==> src/verilog/i2cms_pkg.sv <==
// Shared constants and state encoding for the I2C master sequencer
package i2cms_pkg;

  localparam int RATE_W = 7;
  localparam int DATA_W = 8;
  localparam int BITS_W = 4;
  localparam int SYNC_STAGES = 3;

  // Reload value fields
  localparam int RELOAD_FULL_HI = 6;
  localparam int RELOAD_SHORT_HI = 5;

  // Bit counter landmarks
  localparam logic [BITS_W-1:0] BIT_FIRST = 4'h0;
  localparam logic [BITS_W-1:0] BIT_EIGHTH = 4'h7;
  localparam logic [BITS_W-1:0] BIT_ACK = 4'h8;

  // Values after reset
  localparam logic [RATE_W-1:0] RATE_RESET = 7'h00;
  localparam logic [DATA_W-1:0] BUFFER_RESET = 8'h00;
  localparam logic [1:0] LINES_RESET = 2'h3;

  // Gray-coded sequence states
  typedef enum logic [3:0] {
    I2CMS_IDLE = 4'h0,
    I2CMS_START_WAIT = 4'h1,
    I2CMS_START_HOLD = 4'h3,
    I2CMS_RS_LOW = 4'h2,
    I2CMS_RS_RISE = 4'h6,
    I2CMS_RS_HIGH = 4'h7,
    I2CMS_RS_SDA = 4'h5,
    I2CMS_TX_LOW = 4'h4,
    I2CMS_TX_HIGH = 4'hc,
    I2CMS_ACK_LOW = 4'hd,
    I2CMS_ACK_HIGH = 4'hf,
    I2CMS_STOP_LOW = 4'he,
    I2CMS_STOP_RISE = 4'ha,
    I2CMS_STOP_REL = 4'hb
  } i2cms_state_t;

endpackage

==> src/verilog/i2cms_rate_if.sv <==
// Link between the sequencer and its rate generator
`timescale 1ns/1ns
interface i2cms_rate_if;
  import i2cms_pkg::*;
  logic load;
  logic [RATE_W-1:0] value;
  logic timeout;
  modport ctl (output load, output value, input timeout);
  modport gen (input load, input value, output timeout);
endinterface

==> src/verilog/i2cms_sync.sv <==
// Three-stage synchroniser with agreement filter for the bus lines
`timescale 1ns/1ns
module i2cms_sync
  import i2cms_pkg::*;
(
  input wire logic clock,
  input wire logic reset,
  input wire logic clock_enable,
  input wire logic [1:0] raw,
  output logic [1:0] clean
);
  logic [1:0] stage1;
  logic [1:0] stage2;
  logic [1:0] stage3;

  always_ff @(posedge clock or posedge reset) begin
    if (reset) begin
      stage1 <= LINES_RESET;
      stage2 <= LINES_RESET;
      stage3 <= LINES_RESET;
    end else if (clock_enable) begin
      stage1 <= raw;
      stage2 <= stage1;
      stage3 <= stage2;
    end
  end

  // Each line updates once the last two stages agree
  always_ff @(posedge clock or posedge reset) begin
    if (reset) begin
      clean <= LINES_RESET;
    end else if (clock_enable) begin
      for (int i = 0; i < 2; i++) begin
        if (stage2[i] == stage3[i]) begin
          clean[i] <= stage3[i];
        end
      end
    end
  end
endmodule

==> src/verilog/i2cms_rate_gen.sv <==
// Reloadable down-counter that marks one rate period
`timescale 1ns/1ns
module i2cms_rate_gen
  import i2cms_pkg::*;
(
  input wire logic clock,
  input wire logic reset,
  input wire logic clock_enable,
  input wire logic module_enable,
  i2cms_rate_if.gen rate
);
  logic [RATE_W-1:0] count;
  logic active;

  // Counts down to zero once per load, then stops until reloaded
  assign rate.timeout = active && (count == RATE_RESET);

  always_ff @(posedge clock or posedge reset) begin
    if (reset) begin
      count <= RATE_RESET;
      active <= 1'b0;
    end else if (clock_enable) begin
      if (!module_enable) begin
        active <= 1'b0;
        count <= RATE_RESET;
      end else if (rate.load) begin
        count <= rate.value;
        active <= 1'b1;
      end else if (rate.timeout) begin
        active <= 1'b0;
      end else if (active) begin
        count <= count - 7'h01;
      end
    end
  end
endmodule

==> src/verilog/i2cms_sequencer.sv <==
// I2C master condition sequencer: start, restart, byte send, acknowledge, stop
`timescale 1ns/1ns
module i2cms_sequencer
  import i2cms_pkg::*;
(
  input wire logic clock,
  input wire logic reset,
  input wire logic clock_enable,
  input wire logic module_enable,
  input wire logic [RATE_W-1:0] rate_reload_register,
  input wire logic begin_cond_set,
  input wire logic restart_set,
  input wire logic halt_cond_set,
  input wire logic acknowledge_sequence_set,
  input wire logic acknowledge_value_bit,
  input wire logic buffer_write,
  input wire logic [DATA_W-1:0] buffer_write_data,
  input wire logic port_event_clear,
  input wire logic collision_clear,
  input wire logic write_collide_clear,
  input wire logic sleep_mode,
  input wire logic interrupt_enable,
  input wire logic scl_in,
  output logic scl_out,
  output logic scl_oe,
  input wire logic sda_in,
  output logic sda_out,
  output logic sda_oe,
  output logic begin_cond_trigger,
  output logic restart_trigger,
  output logic halt_cond_trigger,
  output logic acknowledge_sequence_trigger,
  output logic [DATA_W-1:0] transfer_buffer,
  output logic buffer_full_flag,
  output logic acknowledge_received_status,
  output logic port_event_flag,
  output logic collision_flag,
  output logic write_collide_flag,
  output logic begin_noted,
  output logic halt_detected,
  output logic wake_request
);
  i2cms_rate_if rate ();
  i2cms_state_t state;
  logic [1:0] lines;
  logic scl_s;
  logic sda_s;
  logic scl_prev;
  logic sda_prev;
  logic scl_low;
  logic sda_low;
  logic armed;
  logic [BITS_W-1:0] bit_cnt;
  logic [DATA_W-1:0] shift;
  logic rate_load;
  logic [RATE_W-1:0] rate_value;
  logic tmo;
  logic any_trigger;
  logic buffer_ok;
  logic collide;
  logic event_set;
  logic start_seen;
  logic stop_seen;
  logic expect_one;

  i2cms_sync u_sync (
    .clock(clock),
    .reset(reset),
    .clock_enable(clock_enable),
    .raw({scl_in, sda_in}),
    .clean(lines)
  );

  i2cms_rate_gen u_rate (
    .clock(clock),
    .reset(reset),
    .clock_enable(clock_enable),
    .module_enable(module_enable),
    .rate(rate.gen)
  );

  assign scl_s = lines[1];
  assign sda_s = lines[0];
  assign rate.load = rate_load;
  assign rate.value = rate_value;
  assign tmo = rate.timeout;

  // Open-drain pins only ever pull low
  assign scl_out = 1'b0;
  assign sda_out = 1'b0;
  assign scl_oe = scl_low;
  assign sda_oe = sda_low;

  function automatic logic [RATE_W-1:0] reload_full(input logic [RATE_W-1:0] r);
    reload_full = r[RELOAD_FULL_HI:0];
  endfunction

  function automatic logic [RATE_W-1:0] reload_short(input logic [RATE_W-1:0] r);
    reload_short = {1'b0, r[RELOAD_SHORT_HI:0]};
  endfunction

  assign any_trigger = begin_cond_trigger | restart_trigger | halt_cond_trigger
                       | acknowledge_sequence_trigger;
  // No queueing: the buffer is writable only when the sequencer rests
  assign buffer_ok = (state == I2CMS_IDLE) && !any_trigger;
  assign expect_one = (bit_cnt < BIT_ACK) && shift[DATA_W-1];

  // Line condition detectors on the filtered levels
  assign start_seen = scl_s && scl_prev && sda_prev && !sda_s;
  assign stop_seen = scl_s && scl_prev && !sda_prev && sda_s;

  // Arbitration losses in every sequence
  always_comb begin
    collide = 1'b0;
    unique case (state)
      I2CMS_IDLE: collide = begin_cond_trigger && !(scl_s && sda_s);
      I2CMS_START_WAIT: collide = !scl_s;
      I2CMS_RS_LOW: collide = armed && tmo && !sda_s;
      I2CMS_RS_RISE: collide = !armed && scl_s && !sda_s;
      I2CMS_RS_HIGH: collide = !scl_s;
      I2CMS_TX_HIGH: collide = armed && scl_s && expect_one && !sda_s;
      I2CMS_ACK_HIGH: collide = armed && scl_s && acknowledge_value_bit && !sda_s;
      I2CMS_STOP_RISE: collide = armed && !scl_s;
      I2CMS_STOP_REL: collide = !armed && !scl_s;
      default: collide = 1'b0;
    endcase
  end

  // Event flag sources
  always_comb begin
    event_set = 1'b0;
    if (module_enable) begin
      unique case (state)
        I2CMS_START_HOLD: event_set = tmo;
        I2CMS_RS_SDA: event_set = tmo;
        I2CMS_TX_HIGH: event_set = armed && tmo && (bit_cnt == BIT_ACK);
        I2CMS_ACK_HIGH: event_set = armed && tmo;
        I2CMS_STOP_REL: event_set = armed && tmo;
        default: event_set = 1'b0;
      endcase
      if (collision_flag && stop_seen) begin
        event_set = 1'b1;
      end
    end
  end

  always_ff @(posedge clock or posedge reset) begin
    if (reset) begin
      scl_prev <= 1'b1;
      sda_prev <= 1'b1;
    end else if (clock_enable) begin
      scl_prev <= scl_s;
      sda_prev <= sda_s;
    end
  end

  // Sequencer: states, line drive, triggers, rate loads and shifting
  always_ff @(posedge clock or posedge reset) begin
    if (reset) begin
      state <= I2CMS_IDLE;
      scl_low <= 1'b0;
      sda_low <= 1'b0;
      armed <= 1'b0;
      bit_cnt <= BIT_FIRST;
      shift <= BUFFER_RESET;
      transfer_buffer <= BUFFER_RESET;
      rate_load <= 1'b0;
      rate_value <= RATE_RESET;
      begin_cond_trigger <= 1'b0;
      restart_trigger <= 1'b0;
      halt_cond_trigger <= 1'b0;
      acknowledge_sequence_trigger <= 1'b0;
    end else if (clock_enable) begin
      rate_load <= 1'b0;
      if (!module_enable) begin
        state <= I2CMS_IDLE;
        scl_low <= 1'b0;
        sda_low <= 1'b0;
        armed <= 1'b0;
        begin_cond_trigger <= 1'b0;
        restart_trigger <= 1'b0;
        halt_cond_trigger <= 1'b0;
        acknowledge_sequence_trigger <= 1'b0;
      end else if (collide) begin
        state <= I2CMS_IDLE;
        scl_low <= 1'b0;
        sda_low <= 1'b0;
        armed <= 1'b0;
        bit_cnt <= BIT_FIRST;
        begin_cond_trigger <= 1'b0;
        restart_trigger <= 1'b0;
        halt_cond_trigger <= 1'b0;
        acknowledge_sequence_trigger <= 1'b0;
      end else begin
        unique case (state)
          I2CMS_IDLE: begin
            armed <= 1'b0;
            if (begin_cond_trigger) begin
              rate_load <= 1'b1;
              rate_value <= reload_full(rate_reload_register);
              state <= I2CMS_START_WAIT;
            end else if (restart_trigger) begin
              scl_low <= 1'b1;
              state <= I2CMS_RS_LOW;
            end else if (acknowledge_sequence_trigger) begin
              scl_low <= 1'b1;
              sda_low <= !acknowledge_value_bit;
              rate_load <= 1'b1;
              rate_value <= reload_full(rate_reload_register);
              state <= I2CMS_ACK_LOW;
            end else if (halt_cond_trigger) begin
              sda_low <= 1'b1;
              state <= I2CMS_STOP_LOW;
            end else if (buffer_write) begin
              transfer_buffer <= buffer_write_data;
              shift <= buffer_write_data;
              bit_cnt <= BIT_FIRST;
              scl_low <= 1'b1;
              rate_load <= 1'b1;
              rate_value <= reload_full(rate_reload_register);
              state <= I2CMS_TX_LOW;
            end else begin
              begin_cond_trigger <= begin_cond_set;
              restart_trigger <= restart_set;
              halt_cond_trigger <= halt_cond_set;
              acknowledge_sequence_trigger <= acknowledge_sequence_set;
            end
          end
          I2CMS_START_WAIT: begin
            if (tmo || !sda_s) begin
              sda_low <= 1'b1;
              rate_load <= 1'b1;
              rate_value <= reload_full(rate_reload_register);
              state <= I2CMS_START_HOLD;
            end
          end
          I2CMS_START_HOLD: begin
            if (tmo) begin
              scl_low <= 1'b1;
              begin_cond_trigger <= 1'b0;
              state <= I2CMS_IDLE;
            end
          end
          I2CMS_RS_LOW: begin
            if (!armed && !scl_s) begin
              rate_load <= 1'b1;
              rate_value <= reload_short(rate_reload_register);
              sda_low <= 1'b0;
              armed <= 1'b1;
            end else if (armed && tmo) begin
              scl_low <= 1'b0;
              armed <= 1'b0;
              state <= I2CMS_RS_RISE;
            end
          end
          I2CMS_RS_RISE: begin
            if (scl_s) begin
              rate_load <= 1'b1;
              rate_value <= reload_full(rate_reload_register);
              state <= I2CMS_RS_HIGH;
            end
          end
          I2CMS_RS_HIGH: begin
            if (tmo) begin
              sda_low <= 1'b1;
              rate_load <= 1'b1;
              rate_value <= reload_full(rate_reload_register);
              state <= I2CMS_RS_SDA;
            end
          end
          I2CMS_RS_SDA: begin
            if (tmo) begin
              restart_trigger <= 1'b0;
              state <= I2CMS_IDLE;
            end
          end
          I2CMS_TX_LOW: begin
            if (!armed) begin
              armed <= 1'b1;
              sda_low <= (bit_cnt < BIT_ACK) ? !shift[DATA_W-1] : 1'b0;
            end else if (tmo) begin
              scl_low <= 1'b0;
              armed <= 1'b0;
              state <= I2CMS_TX_HIGH;
            end
          end
          I2CMS_TX_HIGH: begin
            if (!armed && scl_s) begin
              rate_load <= 1'b1;
              rate_value <= reload_full(rate_reload_register);
              armed <= 1'b1;
            end else if (armed && tmo) begin
              scl_low <= 1'b1;
              armed <= 1'b0;
              if (bit_cnt == BIT_ACK) begin
                state <= I2CMS_IDLE;
              end else begin
                bit_cnt <= bit_cnt + 4'h1;
                shift <= {shift[DATA_W-2:0], 1'b0};
                rate_load <= 1'b1;
                rate_value <= reload_full(rate_reload_register);
                state <= I2CMS_TX_LOW;
              end
            end
          end
          I2CMS_ACK_LOW: begin
            if (tmo) begin
              scl_low <= 1'b0;
              armed <= 1'b0;
              state <= I2CMS_ACK_HIGH;
            end
          end
          I2CMS_ACK_HIGH: begin
            if (!armed && scl_s) begin
              rate_load <= 1'b1;
              rate_value <= reload_full(rate_reload_register);
              armed <= 1'b1;
            end else if (armed && tmo) begin
              scl_low <= 1'b1;
              acknowledge_sequence_trigger <= 1'b0;
              state <= I2CMS_IDLE;
            end
          end
          I2CMS_STOP_LOW: begin
            if (!armed && !sda_s) begin
              rate_load <= 1'b1;
              rate_value <= reload_full(rate_reload_register);
              armed <= 1'b1;
            end else if (armed && tmo) begin
              scl_low <= 1'b0;
              armed <= 1'b0;
              state <= I2CMS_STOP_RISE;
            end
          end
          I2CMS_STOP_RISE: begin
            if (!armed && scl_s) begin
              rate_load <= 1'b1;
              rate_value <= reload_full(rate_reload_register);
              armed <= 1'b1;
            end else if (armed && tmo) begin
              sda_low <= 1'b0;
              armed <= 1'b0;
              state <= I2CMS_STOP_REL;
            end
          end
          I2CMS_STOP_REL: begin
            if (!armed && sda_s && scl_s) begin
              rate_load <= 1'b1;
              rate_value <= reload_full(rate_reload_register);
              armed <= 1'b1;
            end else if (armed && tmo) begin
              halt_cond_trigger <= 1'b0;
              armed <= 1'b0;
              state <= I2CMS_IDLE;
            end
          end
          default: state <= I2CMS_IDLE;
        endcase
      end
    end
  end

  // Buffer-full: set by an accepted write, cleared at eighth fall, collision or disable
  always_ff @(posedge clock or posedge reset) begin
    if (reset) begin
      buffer_full_flag <= 1'b0;
    end else if (clock_enable) begin
      if (module_enable && buffer_write && buffer_ok) begin
        buffer_full_flag <= 1'b1;
      end else if (!module_enable || collide) begin
        buffer_full_flag <= 1'b0;
      end else if (state == I2CMS_TX_HIGH && armed && tmo && bit_cnt == BIT_EIGHTH) begin
        buffer_full_flag <= 1'b0;
      end
    end
  end

  // Slave acknowledge level captured at the ninth falling edge
  always_ff @(posedge clock or posedge reset) begin
    if (reset) begin
      acknowledge_received_status <= 1'b0;
    end else if (clock_enable) begin
      if (state == I2CMS_TX_HIGH && armed && tmo && bit_cnt == BIT_ACK && !collide) begin
        acknowledge_received_status <= sda_s;
      end
    end
  end

  // Sticky flags: a set in the cycle of a clear wins
  always_ff @(posedge clock or posedge reset) begin
    if (reset) begin
      port_event_flag <= 1'b0;
      collision_flag <= 1'b0;
      write_collide_flag <= 1'b0;
    end else if (clock_enable) begin
      port_event_flag <= event_set || (port_event_flag && !port_event_clear);
      collision_flag <= (module_enable && collide)
                        || (collision_flag && !collision_clear);
      write_collide_flag <= (module_enable && buffer_write && !buffer_ok)
                            || (write_collide_flag && !write_collide_clear);
    end
  end

  // Start and stop status from the lines, cleared by disable
  always_ff @(posedge clock or posedge reset) begin
    if (reset) begin
      begin_noted <= 1'b0;
      halt_detected <= 1'b0;
    end else if (clock_enable) begin
      if (!module_enable) begin
        begin_noted <= 1'b0;
        halt_detected <= 1'b0;
      end else if (start_seen) begin
        begin_noted <= 1'b1;
        halt_detected <= 1'b0;
      end else if (stop_seen) begin
        halt_detected <= 1'b1;
        begin_noted <= 1'b0;
      end
    end
  end

  // Wake the sleeping processor on a completed byte or condition
  assign wake_request = sleep_mode && interrupt_enable && port_event_flag;
endmodule

==> config.mk <==
export PLATFORM = sky130hd
export DESIGN_NAME = i2cms_sequencer
export DESIGN_NICKNAME = d
export VERILOG_FILES = /design/src/verilog/i2cms_pkg.sv /design/src/verilog/i2cms_rate_if.sv /design/src/verilog/i2cms_sync.sv /design/src/verilog/i2cms_rate_gen.sv /design/src/verilog/i2cms_sequencer.sv
export SDC_FILE = /design/constraint.sdc
export NUM_CORES = 1
export LEC_CHECK = 0
export BUFFER_PORTS_ARGS = -buffer_cell sky130_fd_sc_hd__buf_2
export CORE_ASPECT_RATIO = 1.25
export CORE_MARGIN = 1
export CORE_UTILIZATION = 40
export DETAILED_ROUTE_END_ITERATION = 12
export GPL_ROUTABILITY_DRIVEN = 0
export PLACE_DENSITY_LB_ADDON = 0.12
export SYNTH_ARGS = -nofsm -noshare
export SYNTH_HDL_FRONTEND = slang
export SYNTH_SLANG_ARGS = --single-unit
==> constraint.sdc <==
create_clock -name clock -period 5 [get_ports clock]
set_input_delay 1 -clock clock [delete_from_list [all_inputs] [get_ports clock]]
set_output_delay 1 -clock clock [all_outputs]
set_load 0.05 [all_outputs]
---- Yosys cells after proc, flatten, opt, wreduce, memory -nomap -nowiden ----
Cells that the tools add are included.
storage, ports and cells
  output and inout port bits .............. 24
  bits in registers ....................... 64
  logic and storage cells ................. 392
  input port bits ......................... 32
cells by class
  $lt $le $gt $ge ......................... 1
  bitwise logic cells ..................... 8
  $add $sub $neg .......................... 2
  reduce and logical (&&, ||, !) cells .... 90
  mux-type cells .......................... 173
  equality and inequality tests ........... 89
operators by type and width
  cell                 count
  $mux 4               34
  $mux 7               19
  $ne 4x4->1 const B   28
  $mux 1               97
  $mux 8               8
  $pmux 7 s9           1
  $pmux 4 s13          1
  $logic_and 1x1->1    40
  $ne 3x3->1 const B   12
  $reduce_and 11->1    3
  $eq 4x4->1 const B   7
  $ne 2x2->1 const B   13
  $eq 4x3->1 const B   5
  $reduce_and 19->1    1
  $ne 4x1->1 const B   4
  $pmux 1 s8           2
  $pmux 8 s2           1
  $reduce_and 16->1    1
  $logic_not 1->1      14
  $ne 6x6->1 const B   2
  $reduce_and 12->1    1
  $reduce_and 2->1     6
  $reduce_or 2->1      6
  $ne 10x2->1 const B  1
  34 further kinds     56

---- Depth between registers and ports, before layout ----
  depth after elaboration ................. 8
  depth in mapped cells ................... 10
  gate-level depth less buffers ........... 8

---- By module ----
Synthesis repeated with hierarchy kept, for this count alone.
unflattened totals
  cells, all modules ...................... 502
  area total of the unflattened synthesis .. 4369.2 um^2
by module, submodules not included
  module           sequential area each (um^2)  area an instance (um^2)  cells each  instances
  i2cms_sequencer  1203.7                       3480.8                   414         1
  i2cms_rate_gen   200.2                        550.5                    64          1
  i2cms_sync       210.2                        337.8                    24          1

---- Worst setup path after synthesis ----
No wires, ideal clock.
  kind .................................... input port to flip-flop
  start ................................... input module_enable
  end ..................................... register bit_cnt[3]
  data required time ...................... 4.931 ns
  setup slack ............................. 1.968 ns
  setup time .............................. 0.069 ns
  buffers on the path ..................... 2
  data arrival time ....................... 2.963 ns
  stages .................................. 8
  cells stage by stage .................... and2_1 -> clkbuf_1 -> nand2_1 -> a2111oi_4 -> or4b_1 -> buf_2 -> or4_1 -> nand3_1
on the way
  word-level cells in the longest chain between the ends .. 1
ends and longest elaborated chain
  element                      RTL line                source
  start: declaration           i2cms_sequencer.sv:9    input wire logic module_enable,
  $reduce_and 11->1 (no line)  n/a
  end signal: assignment       i2cms_sequencer.sv:298  bit_cnt <= bit_cnt + 4'h1;
  end: declaration             i2cms_sequencer.sv:53   logic [BITS_W-1:0] bit_cnt;
Every way passes these cells.
A chain may end at the register's enable or synchronous reset.

---- Worst setup path after layout ----
  start ................................... register state[2]
  end ..................................... register bit_cnt[3]
on the way
  word-level cells in the longest chain between the ends .. 5
  elaborated cells between the ends (all ways) .. 23
  those cells by class .................... eq/ne (16); mux (3); reduce/logical (4)
ends and longest elaborated chain
  element                                                           RTL line                source
  start: declaration                                                i2cms_sequencer.sv:44   i2cms_state_t state;
  start signal: assignment                                          i2cms_sequencer.sv:160  state <= I2CMS_IDLE;
  start signal: assignment                                          i2cms_sequencer.sv:176  state <= I2CMS_IDLE;
  start signal: assignment                                          i2cms_sequencer.sv:185  state <= I2CMS_IDLE;
  $eq 4x3->1 / $eq 4x1->1 (equally long branches)                   i2cms_sequencer.sv:115  unique case (state)
  $reduce_or 2->1 (no line)                                         n/a
  $pmux 1 s8                                                        i2cms_sequencer.sv:115
  $ne 3x3->1 (no line) / $reduce_bool 3->1 (equally long branches)  n/a
  $reduce_and 11->1 (no line)                                       n/a
Several ways; a longest one is shown, not always the timed one.

==> reports/qor.txt <==
GRT
------------------------------------------------------------------------------------
Via count of the first global-routing pass                                      3681
First-pass GRT wire length                                                   18.7 mm
Grt total ovfl                                                                     0
Number of antenna violations at the first check in global routing                  0
Largest net degree at the start of global routing                                 35
Global Route Usage Sum                                                         0.229

SETUP PATH
------------------------------------------------------------------------------------
RR Endpoint                                                             bit_cnt[3]$_DFFE_PP0P_
Largest fanout on the critical path                                               34
Crit path cell chain                                                    nand2b_1, nor2_1, a2111oi_4, or4b_1, or4_1, nand3_1
R2r startpoint                                                          state[2]$_DFFE_PP0P_
Kind of critical path                                                   flip-flop to flip-flop
Setup crit end kind                                                        flip-flop
Worst path required time                                                     5270 ps
Worst Reg2Reg Path Length in Cells                                                 6
Slowest stage cell on the critical path                                      dfrtp_1
Crit-path max cell delay                                                      740 ps
Element type at the critical path start                                    flip-flop
Data arrival, critical path                                                  3660 ps
Worst reg2reg setup slack                                                    1610 ps

DIE
------------------------------------------------------------------------------------
Number of rows in the core area                                                   40
CORE AREA                                                                  9760 um^2
X dimension of the die                                                       92.5 um
Effective utilization at floorplan                                             0.420
Die Footprint                                                             10600 um^2
Number of placed I/O pins                                                         56
Die span in y                                                                 115 um

FINAL LAYOUT
------------------------------------------------------------------------------------
Commonest non-fill, non-tap cells in the layout                         dfrtp_1 (54), buf_2 (53), o21ai_0 (50), nand2_1 (47), nor2_1 (29)
Area Growth Syn to Fin                                                         15.1%
Ratio of cells with drive above 1 in the final layout                          0.231
Final standard cell count with taps included and fillers excluded                632
End-of-flow core utilization                                                   0.483
Area of all placed cells without fillers                                   4710 um^2
Antenna diode instance count                                                       0
Number of nets in the layout                                                     537
Fill cell total of the finished layout                                           966
Most common cell after layout, fill and taps aside                           dfrtp_1

CTS
------------------------------------------------------------------------------------
Reg clk slew, reported paths                                                   50 ps
Post-CTS setup buffer count                                                        0
CTS HTree Levels                                                                   3
Bufs on Longest Clock Path                                                         2
CTS sink count                                                                    64
Number of gates resized after CTS                                                  0
Clock tree from TritonCTS                                                       done
Clock buffers created by TritonCTS                                                 9
Latest clock arrival within the worst-skew pair                               340 ps
Post-cts hold buffer count                                                         0
Root Buffer                                                                clkbuf_16

TIMING
------------------------------------------------------------------------------------
Maximum clock frequency                                                      295 MHz
Worst clock skew                                                             5.81 ps
Hold violation total from the final report                                         0
Worst Tran Pin Value                                                         1190 ps
Normalized max-slew margin                                                     0.198
Aggregate negative setup slack                                                  0 ps
Minimum period implied by the final worst setup slack                        3390 ps
Final setup fails                                                                  0
Post-route clock period utilization                                            0.678
RSZ-0062 raised after global routing                                           false
Number of max-slew violations in the final report                                  0

OUTCOME
------------------------------------------------------------------------------------
Status                                                                  complete, no violations

DRT
------------------------------------------------------------------------------------
Violation count after the first detailed-route iteration                         334
Total via count in the routed design                                            3805
Router iterations before antenna repair                                            5
Post-route ant nets                                                                0
Total Routed Length                                                          11.3 mm
Average wire per standard cell                                               17.9 um
Via count normalized by instance count                                          6.02
DRC violation count after routing                                                  0

SYNTH
------------------------------------------------------------------------------------
Compound-cell area share of the yosys netlist                                  0.241
Netlist area before placement                                              4100 um^2
Number of synthesized register bits                                               64
Proportion of synthesized chip area in sequential cells                        0.394
Adder-cell share of the synthesized area                                      0.0122
Instance count of the mapped netlist                                             467
Dominant combinational cell family by area after synthesis              compound AO/OA/AOI/OAI gates
Simple logic cell fraction of the synthesized area                             0.204
Fraction of registers with async set or reset after synthesis                   1.00
Post-Syn Area per Cell                                                     8.77 um^2
Distinct cell type count after synthesis                                          68
Parity-gate share of the synthesized area counting xor and xnor cells        0.00428
Mux contribution to synthesized area                                          0.0904
Post-synth EDFFs                                                                   0
Count of yosys warnings during synthesis                                           0
Most used DFF post-synth                                                     dfrtp_1

HOLD PATH
------------------------------------------------------------------------------------
Hold Path Origin                                                        shift[6]$_DFFE_PP0P_
Worst hold endpoint                                                     shift[6]$_DFFE_PP0P_
Worst hold path type                                                    flip-flop to flip-flop
Number of stages on the worst hold path                                            2

RUN
------------------------------------------------------------------------------------
# Max-Cap Violations                                                               0

POWER
------------------------------------------------------------------------------------
Ratio of total power to cell area                                        619 nW/um^2
IR drop worst, VDD                                                          0.299 mV
Leakage                                                                      2.05 nW

PLACED DESIGN
------------------------------------------------------------------------------------
Detailed Place HPWL                                                          7.94 mm
Number of port buffers                                                            53
Standard cell area after detailed placement                                4410 um^2
Cell Count Post-Placement                                                        616

[worst max-delay path, delay by kind of cell, from the launching register on]
family / cells / cell delay [ps]
flops: 1 / 740
compound gates: 1 / 410
simple gates: 5 / 2170
[layer usage]
| metal | up-vias | routed length (um) | track usage |
|---|---|---|---|
| met3 | 38 | 671 | 0.0397 |
| li1 | 1789 | - | - |
| met1 | 1810 | 4760 | 0.293 |
| met4 | 0 | 569 | 0.146 |
| met5 | - | 0 | 0 |
| met2 | 168 | 5290 | 0.359 |
[cell usage after synthesis (all sizes together), types with 2 or more instances]
master / n / area (um^2)
a211oi: 6 / 45.0
a2bb2oi: 2 / 17.5
or2: 3 / 18.8
inv: 19 / 71.3
a21boi: 2 / 15.0
o211ai: 5 / 37.5
buf: 7 / 36.3
a211o: 4 / 35.0
o2bb2ai: 4 / 35.0
a31oi: 9 / 56.3
nand2: 47 / 176
a32o: 5 / 50.1
nor4: 5 / 46.3
and2: 4 / 25.0
or3: 2 / 12.5
o31ai: 3 / 22.5
a32oi: 2 / 17.5
nand2b: 6 / 37.5
o21ai: 55 / 275
nor4b: 2 / 32.5
a2111oi: 2 / 36.3
nand3b: 4 / 30.0
a21o: 2 / 15.0
or4: 2 / 15.0
nor3b: 3 / 27.5
o221ai: 2 / 17.5
a221oi: 4 / 35.0
o21bai: 2 / 15.0
dfstp: 10 / 263
mux2i: 10 / 100
a22o: 5 / 43.8
nand3: 21 / 118
a21oi: 24 / 120
nor2b: 6 / 37.5
o22ai: 3 / 18.8
clkbuf: 29 / 109
nor3: 9 / 45.0
nor2: 29 / 109
dfrtp: 54 / 1350
nand4: 8 / 50.1
mux2: 24 / 270
ha: 4 / 50.1
[metrics by stage]
stage                     hold slack, ps  total power, mW  setup slack, ps
final                                477             2.92             1610
after global routing                 518             3.11             1360
after CTS                            482             2.92             1630
after detailed placement             470             2.28             1410
after global placement               464             2.26             1480
after floorplan                      449             1.94             1970
[cell families (layout without fill, tap and decap cells)]
family / count (synthesis) / count (layout)
simple gates: 157 / 157
compound gates: 150 / 150
flops: 64 / 64
buf+inv: 55 / 93
mux: 34 / 34
fa+ha+maj: 4 / 4
xor+xnor: 2 / 2
other cells: 1 / 2
[sequential cells by signal (all words and copies together), names as in the netlist, 2 cells and up]
register and count:
u_sync.stage2 2, state 4, u_rate.count 7, u_sync.stage3 2
u_sync.stage1 2, transfer_buffer 8, shift 8, u_sync.clean 2
bit_cnt 4, rate.value 7
[power by group]
part	internal [mW]	switching [mW]
clock	0.398	0.230
combinational	0.473	0.857
sequential	0.729	0.231
total	1.60	1.32
[worst max-delay path by stage]
| stage | start | end | slack (ps) | depth (start not counted) |
|---|---|---|---|---|
| global placement | module_enable | bit_cnt[3]$_DFFE_PP0P_ | 1480 | 7 |
| CTS | state[2]$_DFFE_PP0P_ | bit_cnt[3]$_DFFE_PP0P_ | 1630 | 6 |
| finish | state[2]$_DFFE_PP0P_ | bit_cnt[3]$_DFFE_PP0P_ | 1610 | 6 |
| detailed placement | module_enable | bit_cnt[3]$_DFFE_PP0P_ | 1410 | 7 |
| floorplan | module_enable | bit_cnt[3]$_DFFE_PP0P_ | 1970 | 8 |
| global route | state[2]$_DFFE_PP0P_ | bit_cnt[3]$_DFFE_PP0P_ | 1360 | 6 |
[final cells by class]
cell class	instances	area [um^2]	area share
tap	126	158	0.0334
sequential	64	1610	0.342
clock inverter	5	56.3	0.0119
clock buffer	11	243	0.0515
multi-input combinational	349	2270	0.481
timing repair buffer	58	303	0.0642
inverter	19	71.3	0.0151
(Power assumes the default switching activity.)
